===== src/flash_query_pkg.sv =====
package flash_query_pkg;

  localparam int ADDR_W = 21;
  localparam int DATA_W = 16;
  localparam int OFF_W  = 8;

  // Command bytes on the low data lane
  localparam logic [7:0] CMD_QUERY    = 8'h98;
  localparam logic [7:0] CMD_RESET    = 8'hf0;
  localparam logic [7:0] CMD_UNLOCK_A = 8'haa;
  localparam logic [7:0] CMD_UNLOCK_B = 8'h55;
  localparam logic [7:0] CMD_AUTOSEL  = 8'h90;

  // Command addresses, low address bits only
  localparam logic [7:0]  QUERY_CMD_ADDR = 8'h55;
  localparam logic [11:0] UNLOCK_ADDR_A  = 12'h555;
  localparam logic [11:0] UNLOCK_ADDR_B  = 12'h2aa;

  // Boot sector flag codes
  localparam logic [7:0] BOOT_FLAG_BOTTOM = 8'h02;
  localparam logic [7:0] BOOT_FLAG_TOP    = 8'h03;

  // Unlock sequence progress
  localparam logic [1:0] UNLOCK_IDLE  = 2'h0;
  localparam logic [1:0] UNLOCK_FIRST = 2'h1;
  localparam logic [1:0] UNLOCK_BOTH  = 2'h2;

  typedef enum logic [1:0] {
    MODE_ARRAY   = 2'b00,
    MODE_AUTOSEL = 2'b01,
    MODE_QUERY   = 2'b10
  } mode_t;

  localparam mode_t RST_MODE = MODE_ARRAY;

  typedef struct packed {
    logic              wr;
    logic              rd;
    logic [ADDR_W-1:0] addr;
    logic [DATA_W-1:0] wdata;
  } bus_req_t;

  typedef struct packed {
    logic              valid;
    logic [DATA_W-1:0] data;
  } bus_resp_t;

  localparam bus_resp_t RST_RESP = '0;

  typedef struct packed {
    mode_t     mode;
    logic [1:0] unlock;
    bus_resp_t resp;
  } fq_state_t;

endpackage : flash_query_pkg


===== src/flash_query_table_responder.sv =====
// Operation
// - Query command 98h at 55h enters query when array_ready is high or in identification mode
// - Reset command leaves query for array reads
// - Query command also accepted in identification mode
// - 10h-12h return Q, R, Y
// - 13h-14h command set, 15h-16h table pointer
// - 17h-1Ah return zero
// - Supply range words, no programming supply
// - Typical write and erase timeouts
// - Maximum timeout multipliers
// - 27h returns device size exponent
// - Interface description, no multi-byte write
// - Three erase regions, fourth region zero
// - Regions one and three descriptor words
// - Region two descriptor words
// - P, R, I signature and version digits
// - Unlock and erase suspend capability words
// - Protection group, unprotect, scheme words
// - Simultaneous sectors, burst, no page mode
// - Acceleration supply range words
// - Boot flag and no program suspend
// - Bank count and per-bank sector counts
// - Unlock sequence enters identification mode
// - Identification mode only in asynchronous reads
`timescale 1ns/1ps

module flash_query_table_responder #(
  parameter logic [15:0] CMDSET_ID = 16'h00a7, // Arbitrary value
  parameter logic [7:0]  VER_MAJOR = 8'h3a,    // Arbitrary value
  parameter logic [7:0]  VER_MINOR = 8'h3b,    // Arbitrary value
  parameter bit          TOP_BOOT  = 1'b0
) (
  input  wire logic                        mclk,        // 100 MHz clock
  input  wire logic                        nrst,        // Sync reset, low
  input  wire flash_query_pkg::bus_req_t   req,         // Host bus cycle
  input  wire logic                        array_ready, // Array reads allowed
  input  wire logic                        burst_mode,  // Synchronous reads on
  input  wire logic [15:0]                 array_rdata, // Array word
  input  wire logic [15:0]                 id_rdata,    // Identification word
  output flash_query_pkg::bus_resp_t       resp,        // Read answer
  output logic                             query_mode,  // Query table active
  output logic                             id_mode      // Identification active
);
  import flash_query_pkg::*;

  fq_state_t  st;
  fq_state_t  next_st;
  logic [7:0] cmd;
  logic [7:0] roff;
  logic       wr_reset;
  logic       wr_query;
  logic       wr_unlock_a;
  logic       wr_unlock_b;
  logic       wr_autosel;

  function automatic logic [7:0] query_word(input logic [7:0] off);
    logic [7:0] w;
    w = 8'h00;
    unique case (off)
      8'h10: w = 8'h51;
      8'h11: w = 8'h52;
      8'h12: w = 8'h59;
      8'h13: w = CMDSET_ID[7:0];
      8'h14: w = CMDSET_ID[15:8];
      8'h15: w = 8'h40;
      8'h16: w = 8'h00;
      8'h17, 8'h18, 8'h19, 8'h1a: w = 8'h00;
      8'h1b: w = 8'h17;
      8'h1c: w = 8'h19;
      8'h1d, 8'h1e: w = 8'h00;
      8'h1f: w = 8'h04;
      8'h20: w = 8'h00;
      8'h21: w = 8'h09;
      8'h22: w = 8'h00;
      8'h23: w = 8'h04;
      8'h24: w = 8'h00;
      8'h25: w = 8'h04;
      8'h26: w = 8'h00;
      8'h27: w = 8'h16;
      8'h28: w = 8'h01;
      8'h29: w = 8'h00;
      8'h2a, 8'h2b: w = 8'h00;
      8'h2c: w = 8'h03;
      8'h2d, 8'h35: w = 8'h03;
      8'h2e, 8'h36: w = 8'h00;
      8'h2f, 8'h37: w = 8'h40;
      8'h30, 8'h38: w = 8'h00;
      8'h31: w = 8'h3d;
      8'h32, 8'h33: w = 8'h00;
      8'h34: w = 8'h01;
      8'h39, 8'h3a, 8'h3b, 8'h3c: w = 8'h00;
      8'h40: w = 8'h50;
      8'h41: w = 8'h52;
      8'h42: w = 8'h49;
      8'h43: w = VER_MAJOR;
      8'h44: w = VER_MINOR;
      8'h45: w = 8'h04;
      8'h46: w = 8'h02;
      8'h47: w = 8'h01;
      8'h48: w = 8'h00;
      8'h49: w = 8'h05;
      8'h4a: w = 8'h33;
      8'h4b: w = 8'h01;
      8'h4c: w = 8'h00;
      8'h4d: w = 8'hb5;
      8'h4e: w = 8'hc5;
      8'h4f: w = TOP_BOOT ? BOOT_FLAG_TOP : BOOT_FLAG_BOTTOM;
      8'h50: w = 8'h00;
      8'h57: w = 8'h04;
      8'h58: w = 8'h13;
      8'h59: w = 8'h10;
      8'h5a: w = 8'h10;
      8'h5b: w = 8'h13;
      default: w = 8'h00;
    endcase
    return w;
  endfunction : query_word

  // Command decode on the low data byte
  assign cmd         = req.wdata[7:0];
  assign roff        = req.addr[OFF_W-1:0];
  assign wr_reset    = req.wr && (cmd == CMD_RESET);
  assign wr_query    = req.wr && (cmd == CMD_QUERY) && (req.addr[7:0] == QUERY_CMD_ADDR);
  assign wr_unlock_a = req.wr && (cmd == CMD_UNLOCK_A) && (req.addr[11:0] == UNLOCK_ADDR_A);
  assign wr_unlock_b = req.wr && (cmd == CMD_UNLOCK_B) && (req.addr[11:0] == UNLOCK_ADDR_B);
  assign wr_autosel  = req.wr && (cmd == CMD_AUTOSEL) && (req.addr[11:0] == UNLOCK_ADDR_A);

  always_comb begin
    next_st            = st;
    next_st.resp.valid = 1'b0;
    // Reads are served in the mode held before any write of the same cycle
    if (req.rd) begin
      next_st.resp.valid = 1'b1;
      unique case (st.mode)
        MODE_ARRAY:   next_st.resp.data = array_rdata;
        MODE_AUTOSEL: next_st.resp.data = id_rdata;
        MODE_QUERY:   next_st.resp.data = {8'h00, query_word(roff)};
        default:      next_st.resp.data = 16'h0000;
      endcase
    end
    if (wr_reset) begin
      next_st.mode   = MODE_ARRAY;
      next_st.unlock = UNLOCK_IDLE;
    end else if (req.wr) begin
      unique case (st.mode)
        MODE_ARRAY: begin
          if (wr_query && array_ready) begin
            next_st.mode   = MODE_QUERY;
            next_st.unlock = UNLOCK_IDLE;
          end else begin
            unique case (st.unlock)
              UNLOCK_IDLE: begin
                next_st.unlock = wr_unlock_a ? UNLOCK_FIRST : UNLOCK_IDLE;
              end
              UNLOCK_FIRST: begin
                next_st.unlock = wr_unlock_b ? UNLOCK_BOTH : UNLOCK_IDLE;
              end
              UNLOCK_BOTH: begin
                next_st.unlock = UNLOCK_IDLE;
                if (wr_autosel && !burst_mode) begin
                  next_st.mode = MODE_AUTOSEL;
                end
              end
              default: begin
                next_st.unlock = UNLOCK_IDLE;
              end
            endcase
          end
        end
        MODE_AUTOSEL: begin
          if (wr_query) begin
            next_st.mode = MODE_QUERY;
          end
        end
        MODE_QUERY: begin
          // Only the reset command leaves query mode
          next_st.mode = MODE_QUERY;
        end
        default: begin
          next_st.mode   = MODE_ARRAY;
          next_st.unlock = UNLOCK_IDLE;
        end
      endcase
    end
  end

  always_ff @(posedge mclk) begin
    if (!nrst) begin
      st.mode   <= RST_MODE;
      st.unlock <= UNLOCK_IDLE;
      st.resp   <= RST_RESP;
    end else begin
      st <= next_st;
    end
  end

  assign resp       = st.resp;
  assign query_mode = (st.mode == MODE_QUERY);
  assign id_mode    = (st.mode == MODE_AUTOSEL);
endmodule : flash_query_table_responder


===== config.mk =====
export PLATFORM = sky130hd
export DESIGN_NAME = flash_query_table_responder
export DESIGN_NICKNAME = d
export VERILOG_FILES = /design/src/flash_query_pkg.sv /design/src/flash_query_table_responder.sv
export SDC_FILE = /design/constraint.sdc
export NUM_CORES = 1
export LEC_CHECK = 0
export ABC_CLOCK_PERIOD_IN_PS = 1800
export CAP_MARGIN = 10
export CORE_UTILIZATION = 30
export DETAILED_ROUTE_END_ITERATION = 10
export DONT_BUFFER_PORTS = 1
export GPL_ROUTABILITY_DRIVEN = 0
export PLACE_DENSITY = 0.54
export SETUP_SLACK_MARGIN = 0.15
export SLEW_MARGIN = 40
export SYNTH_ARGS = -nofsm -noshare
export SYNTH_HDL_FRONTEND = slang
export SYNTH_SLANG_ARGS = --single-unit

===== constraint.sdc =====
create_clock -name mclk -period 1.8 [get_ports mclk]
set_clock_uncertainty 0.1 [all_clocks]
set_input_delay 0 -clock mclk [delete_from_list [all_inputs] [get_ports mclk]]
set_output_delay 0 -clock mclk [all_outputs]
set_load 0.02 [all_outputs]

==> results.md, run 1 <==
- Run status: finished with violations
- Failing checks: design-rule violations, negative setup slack
- Clock buffer count from CTS: 3
- Ranking of synthesized cells by area: dfxtp_1 21%, ha_1 7.5%, buf_4 7.1%
- Die H: 83.9 µm
- Skew-Pair Late Insertion Delay: 0.27 ns
- Slew Viols, Final: 0
- Worst-Margin Slew: 0.446 ns
- WP data required: 1.90 ns
- Drt drc: 16
- Nets@finish: 377
- Final Cycle Share: 1.00
- Main synth FF type: dfxtp_1
- Via Count: 2073
- Multi-input logic area: 1450 µm²
- Setup WS post-layout: -0.00491 ns
- RSZ-0062 raised after global routing: true
- Crit path arrival time: 1.90 ns
- Max-Cap Viols: 0
- Startpoint types: flip-flop
- First-pass DRT Iterations: 8
- Synth warn: 0
- Rows: 29
- Min-Delay Path Class: input pin to flip-flop
- Port Buffers: 0
- Number of flops mapped to enable cells by yosys: 0
- Largest net degree at the start of global routing: 29
- Clock Power Share: 0.290
- Post-layout min period: 1.80 ns
- DP Wirelength: 4380 µm
- Final setup viols: 1
- Crit Path Category: flip-flop to flip-flop
- Synth top cells by count: 21 x dfxtp_1, 21 x nand2_1, 19 x buf_4
- Average size of a mapped cell: 7.63 µm²
- Diode count: 0
- CP endpoint kind: flip-flop
- PD cells: 439 nW/µm²
- Die Width: 83.9 µm
- Clk sinks: 21
- I/O pins: 94
- Hold WS: 0.00858 ns
- Switching part of the total: 0.295
- Max_slew headroom: 0.695
- Core box area: 6420 µm²
- Largest area contributor in the netlist: dfxtp_1
- CTS root buf: clkbuf_8
- Initial core utilization: 0.314
- Global-route wire length before repair: 10400 µm
- Seq/Total Area, Yosys: 0.209
- H-tree Lvls: 1
- Pwr Total: 1.13 mW
- Fill count: 659
- Detailed Route WL: 6450 µm
- WL/cell: 17.6 µm
- Cell internal pwr: 0.797 mW
- CP max FO: 2
- Vias in the first global route: 2173
- Seq cells post-synth: 21
- Leakage power: 0.992 nW
- Final ANT Viol Nets: 0
- Overall routing resource usage: 0.180
- Async SR Flop Fraction: 0
- Post-synth top area share: 0.209
- Seq pwr share: 0.465
- FF+latch area: 424 µm²
- Switching pwr: 0.334 mW
- Fin. Hold Viols: 0
- Total grt overflow: 0
- Layout cells sized above 1: 0.176
- Post-synth net total: 351
- Combinational power share: 0.244
- Clock-pin slew on the worst setup and hold paths: 0.09 ns
- Die area: 7050 µm²
- Area growth from synthesis to final layout: 27.9%
- Antenna violations before repair: 0
- Max clock buf depth: 2
- Cell area after synthesis: 2010 µm²
- DRT iter0 DRCs: 177
- Vias/cell: 5.66
- CTS tree: done
- Cell count after synthesis: 264
- Worst vdd ir: 214 µV
- Distinct cells, synth: 56
- F_max: 554 MHz
cells by family (layout without fill, tap and decap cells):
family / count (synthesis) / after routing / share of synthesized area
multiplexers: 6 / 6 / 0.0311
AND/OR/NAND/NOR: 100 / 100 / 0.290
adder cells (fa/ha/maj): 12 / 12 / 0.0745
XOR/XNOR: 2 / 2 / 0.00870
buffers and inverters: 45 / 70 / 0.126
AO/OA/AOI/OAI: 78 / 78 / 0.261
flip-flops: 21 / 21 / 0.209
power groups by stage:
stage	sequential [mW]	clock, mW	combinational [mW]
2_1_floorplan	0.505	0	0.240
3_3_place_gp	0.537	0	0.188
3_5_place_dp	0.537	0	0.190
4_1_cts	0.526	0.337	0.265
5_1_grt	0.528	0.355	0.306
6_report	0.526	0.328	0.276
area by class of cell:
class / instances / area share
clock buffer: 3 / 0.0160
inverter: 9 / 0.0146
multi-input combinational: 198 / 0.561
clock inverter: 1 / 0.00194
sequential: 21 / 0.165
timing repair buffer: 57 / 0.204
tap: 77 / 0.0374
per-layer routing:
metal,wire [µm],share of wire,GRT usage,vias up
met2,2930,0.45,0.299,82
met4,102,0.016,0.0533,0
li1,-,-,-,1005
met1,3020,0.47,0.244,978
met5,0,0,0,-
met3,396,0.061,0.0218,8
cells in the final DEF, fill, tap and decap left out, types with 4 or more instances in the layout:
| master | count |
|---|---|
| a222oi_1 | 5 |
| inv_1 | 5 |
| a21oi_1 | 17 |
| o2bb2ai_1 | 4 |
| nand4_1 | 4 |
| nor2b_1 | 14 |
| ha_4 | 4 |
| ha_1 | 7 |
| mux2i_1 | 4 |
| dlygate4sd3_1 | 39 |
| dfxtp_1 | 18 |
| nand2_1 | 20 |
| nor2_1 | 17 |
| nand3_1 | 7 |
| buf_4 | 18 |
| nand2b_1 | 5 |
| a31oi_1 | 5 |
| a22oi_1 | 10 |
| o21ai_0 | 14 |
path summary, 6_finish.rpt:
path / startpoint / cells after the start / slack [ns] / endpoint
max reg2reg: st[19] / 7 / -0.005 / st[17]
max: st[19] / 7 / -0.005 / st[17]
min reg2reg: resp[6] / 2 / 0.46 / resp[6]
min: req[22] / 4 / 0.009 / resp[3]
metrics by stage:
step	area [µm²]	instances	setup TNS [ns]	setup slack, ns	utilization
global placement	2030	318	0	0.0240	0.315
finish	2580	366	-0.00491	-0.00491	0.401
detailed placement	2030	318	0	0.00132	0.315
CTS	2510	362	-0.00428	-0.00428	0.391
global route	2580	366	-0.140	-0.0706	0.401
floorplan	2070	264	0	0.0537	-
registers in the layout, summed over array words and instances (netlist names):
| signal | flops |
|---|---|
| resp | 17 |
| st | 4 |
critical path, cell delays in order, from the launching register on:
cell,delay [ns]
dfxtp_2,0.33
inv_2,0.09
ha_4,0.21
or4_4,0.47
or3_4,0.32
nor2_1,0.09
a21oi_1,0.04
nor2_1,0.08
what timing repair did:
item / in CTS / in global routing
buffers inserted: 3 / 2
hold endpoints to repair: 21 / 4
hold buffers: 37 / 2
setup endpoints to repair: 7 / 8
resized for setup: 11 / 7
cloned: 0 / 0
pin swaps: 10 / 7
(Power assumes the default switching activity.)
==> inputs of run 2 (changes only) <==
--- a/constraint.sdc
+++ b/constraint.sdc
@@ -3,3 +3,3 @@
 set_input_delay 0 -clock mclk [delete_from_list [all_inputs] [get_ports mclk]]
 set_output_delay 0 -clock mclk [all_outputs]
-set_load 0.02 [all_outputs]
+set_load 0.01 [all_outputs]
==> run 2 against run 1 <==
Against the previous run:
- the flow finishes with violations (design-rule violations)
- first-iteration DRC count rose by 31%
- non-clock buffer count rose by 3
- cell count rose by 0.82%
- cell area rose by 0.24%
- wire length fell by 2.8%
- setup slack improved by 0.023 ns
- flip-flop and latch count did not move
- critical path type unchanged
- critical endpoint unchanged
- largest cell class unchanged
- highest routed layer unchanged
==> results.md, run 2 (synthesized netlist as in run 1, its figures left out) <==
- Leakage power: 0.994 nW (+0.24%)
- Placed cell areas: 2010 µm² (-0.86%)
- DRT iter0 DRCs: 232 (+31%)
- Core box area: 6420 µm² (unchanged)
- CP endpoint kind: flip-flop
- H-tree Lvls: 1 (unchanged)
- Worst path cell trace: inv_2 -> ha_4 -> or4_1 -> or3_4 -> nor2_2 -> a21oi_1 -> nor2_1
- Port Buffers: 0 (unchanged)
- Largest net degree at the start of global routing: 29 (unchanged)
- Max clock buf depth: 2 (unchanged)
- Via Count: 2049 (-1.2%)
- CTS root buf: clkbuf_8
- Critical Path Max Stage Delay: 0.46 ns (about the same)
- Setup WS pre-CTS: 0.00308 ns (+0.00176 ns)
- Initial core utilization: 0.314 (unchanged)
- Final Cycle Share: 0.990 (-0.0129)
- Crit Path Category: flip-flop to flip-flop
- Worst vdd ir: 174 µV (-19%)
- Final instance area: 2580 µm² (+0.24%)
- Startpoint types: flip-flop
- First-pass DRT Iterations: 9 (+1)
- Total grt overflow: 0 (unchanged)
- Clock-pin slew on the worst setup and hold paths: 0.09 ns (about the same)
- Skew-Pair Late Insertion Delay: 0.26 ns (about the same)
- CP max FO: 4 (+2)
- Antenna violations before repair: 0 (unchanged)
- Pwr Total: 1.10 mW (-2.6%)
- Clk sinks: 21 (unchanged)
- Failing checks: design-rule violations
- Nets@finish: 380 (+0.80%)
- Setup WS post-layout: 0.0183 ns (+0.0233 ns)
- Slew Viols, Final: 0 (unchanged)
- Setup TNS: 0 ns (+0.00491 ns)
- Max_slew headroom: 0.740 (+0.0450)
- RSZ-0062 raised after global routing: true
- PD cells: 426 nW/µm² (-2.9%)
- Slowest library cell on the worst path: or4_1
- Most frequent cells in the layout: 39 x dlygate4sd3_1, 21 x buf_4, 20 x nand2_1
- Final ANT Viol Nets: 0 (unchanged)
- Hold WS: 0.00947 ns (+0.000887 ns)
- Area growth from synthesis to final layout: 28.2%
- Min-Delay Path Class: input pin to flip-flop
- WP data required: 1.90 ns (about the same)
- Die area: 7050 µm² (unchanged)
- Biggest regs: resp (17), st (4)
- Max-Cap Viols: 0 (unchanged)
- F_max: 561 MHz (+1.3%)
- Commonest non-fill, non-tap cell in the layout: dlygate4sd3_1
- Fin. Hold Viols: 0 (unchanged)
- Final setup viols: 0 (-1)
- Clock buffer count from CTS: 3 (unchanged)
- Die H: 83.9 µm (unchanged)
- I/O pins: 94 (unchanged)
- R2R Setup Slk: 0.02 ns (+0.02 ns)
- Detailed Route WL: 6270 µm (-2.8%)
- Post-layout min period: 1.78 ns (-0.0233 ns)
- Worst-Margin Slew: 0.381 ns (-0.0658 ns)
- Overall routing resource usage: 0.173 (-0.00727)
- Layout cells sized above 1: 0.175 (-0.00181)
- Crit path arrival time: 1.89 ns (about the same)
- Run status: finished with violations
- Number of flip-flops in the largest register: 17 (unchanged)
- Vias in the first global route: 2061 (-5.2%)
- WL/cell: 17.0 µm (-3.6%)
- Die Width: 83.9 µm (unchanged)
- Rows: 29 (unchanged)
- Global-route wire length before repair: 9970 µm (-4.6%)
- Diode count: 0 (unchanged)
- Most flops, register: resp
- DP Wirelength: 4200 µm (-4.1%)
- Vias/cell: 5.55 (-2.0%)
- CTS tree: done
- Drt drc: 14 (-2)
-- run 2: routing by layer --
layer	global-route usage	vias up	wire length (µm)
met5	0	-	0
met4	0.0345	0	46
met3	0.0415	4	365
met2	0.280	73	2910
met1	0.234	959	2950
li1	-	1013	-
-- run 2: report_power, final --
group          internal, mW  total (mW)  switching (mW)  leakage (nW)
clock                 0.154       0.311           0.157        0.0255
combinational         0.159       0.279           0.120         0.795
sequential            0.486       0.510          0.0241         0.174
-- run 2: worst max-delay path: cells and delay by family (launching register included) --
kind | cells | cell delay (ns)
AOI/OAI and AO/OA | 1 | 0.04
adders and majority gates | 1 | 0.21
buffers and inverters | 1 | 0.06
DFF | 1 | 0.37
and+or+nand+nor | 4 | 0.94
-- run 2: area by class of cell --
class                   count  area (µm²)
clock buffers               3        41.3
clock inverters             1        5.00
fillers                   663        3840
inverters                   9        37.5
multi-input cells         198        1430
flip-flops and latches     21         424
well taps                  77        96.3
repair buffers             60         548
-- run 2: path summary, 6_finish.rpt --
kind	to	startpoint	cells after the start
min reg2reg	st[19]	st[19]	2
max reg2reg	st[17]	st[19]	7
min	resp[3]	req[22]	4
max	st[17]	st[19]	7
-- run 2: what timing repair did --
item / CTS / global route
endpoints found under the setup margin: 6 / 14
hold buffers: 35 / 4
buffers inserted: 6 / 4
pin swaps: 9 / 12
hold endpoints to repair: 21 / 6
resized for setup: 6 / 11
-- run 2: per-stage QoR --
stage | util | instances
after floorplan | - | 264
after global placement | 0.313 | 316
after detailed placement | 0.313 | 316
after CTS | 0.384 | 361
after global routing | 0.402 | 369
final | 0.402 | 369
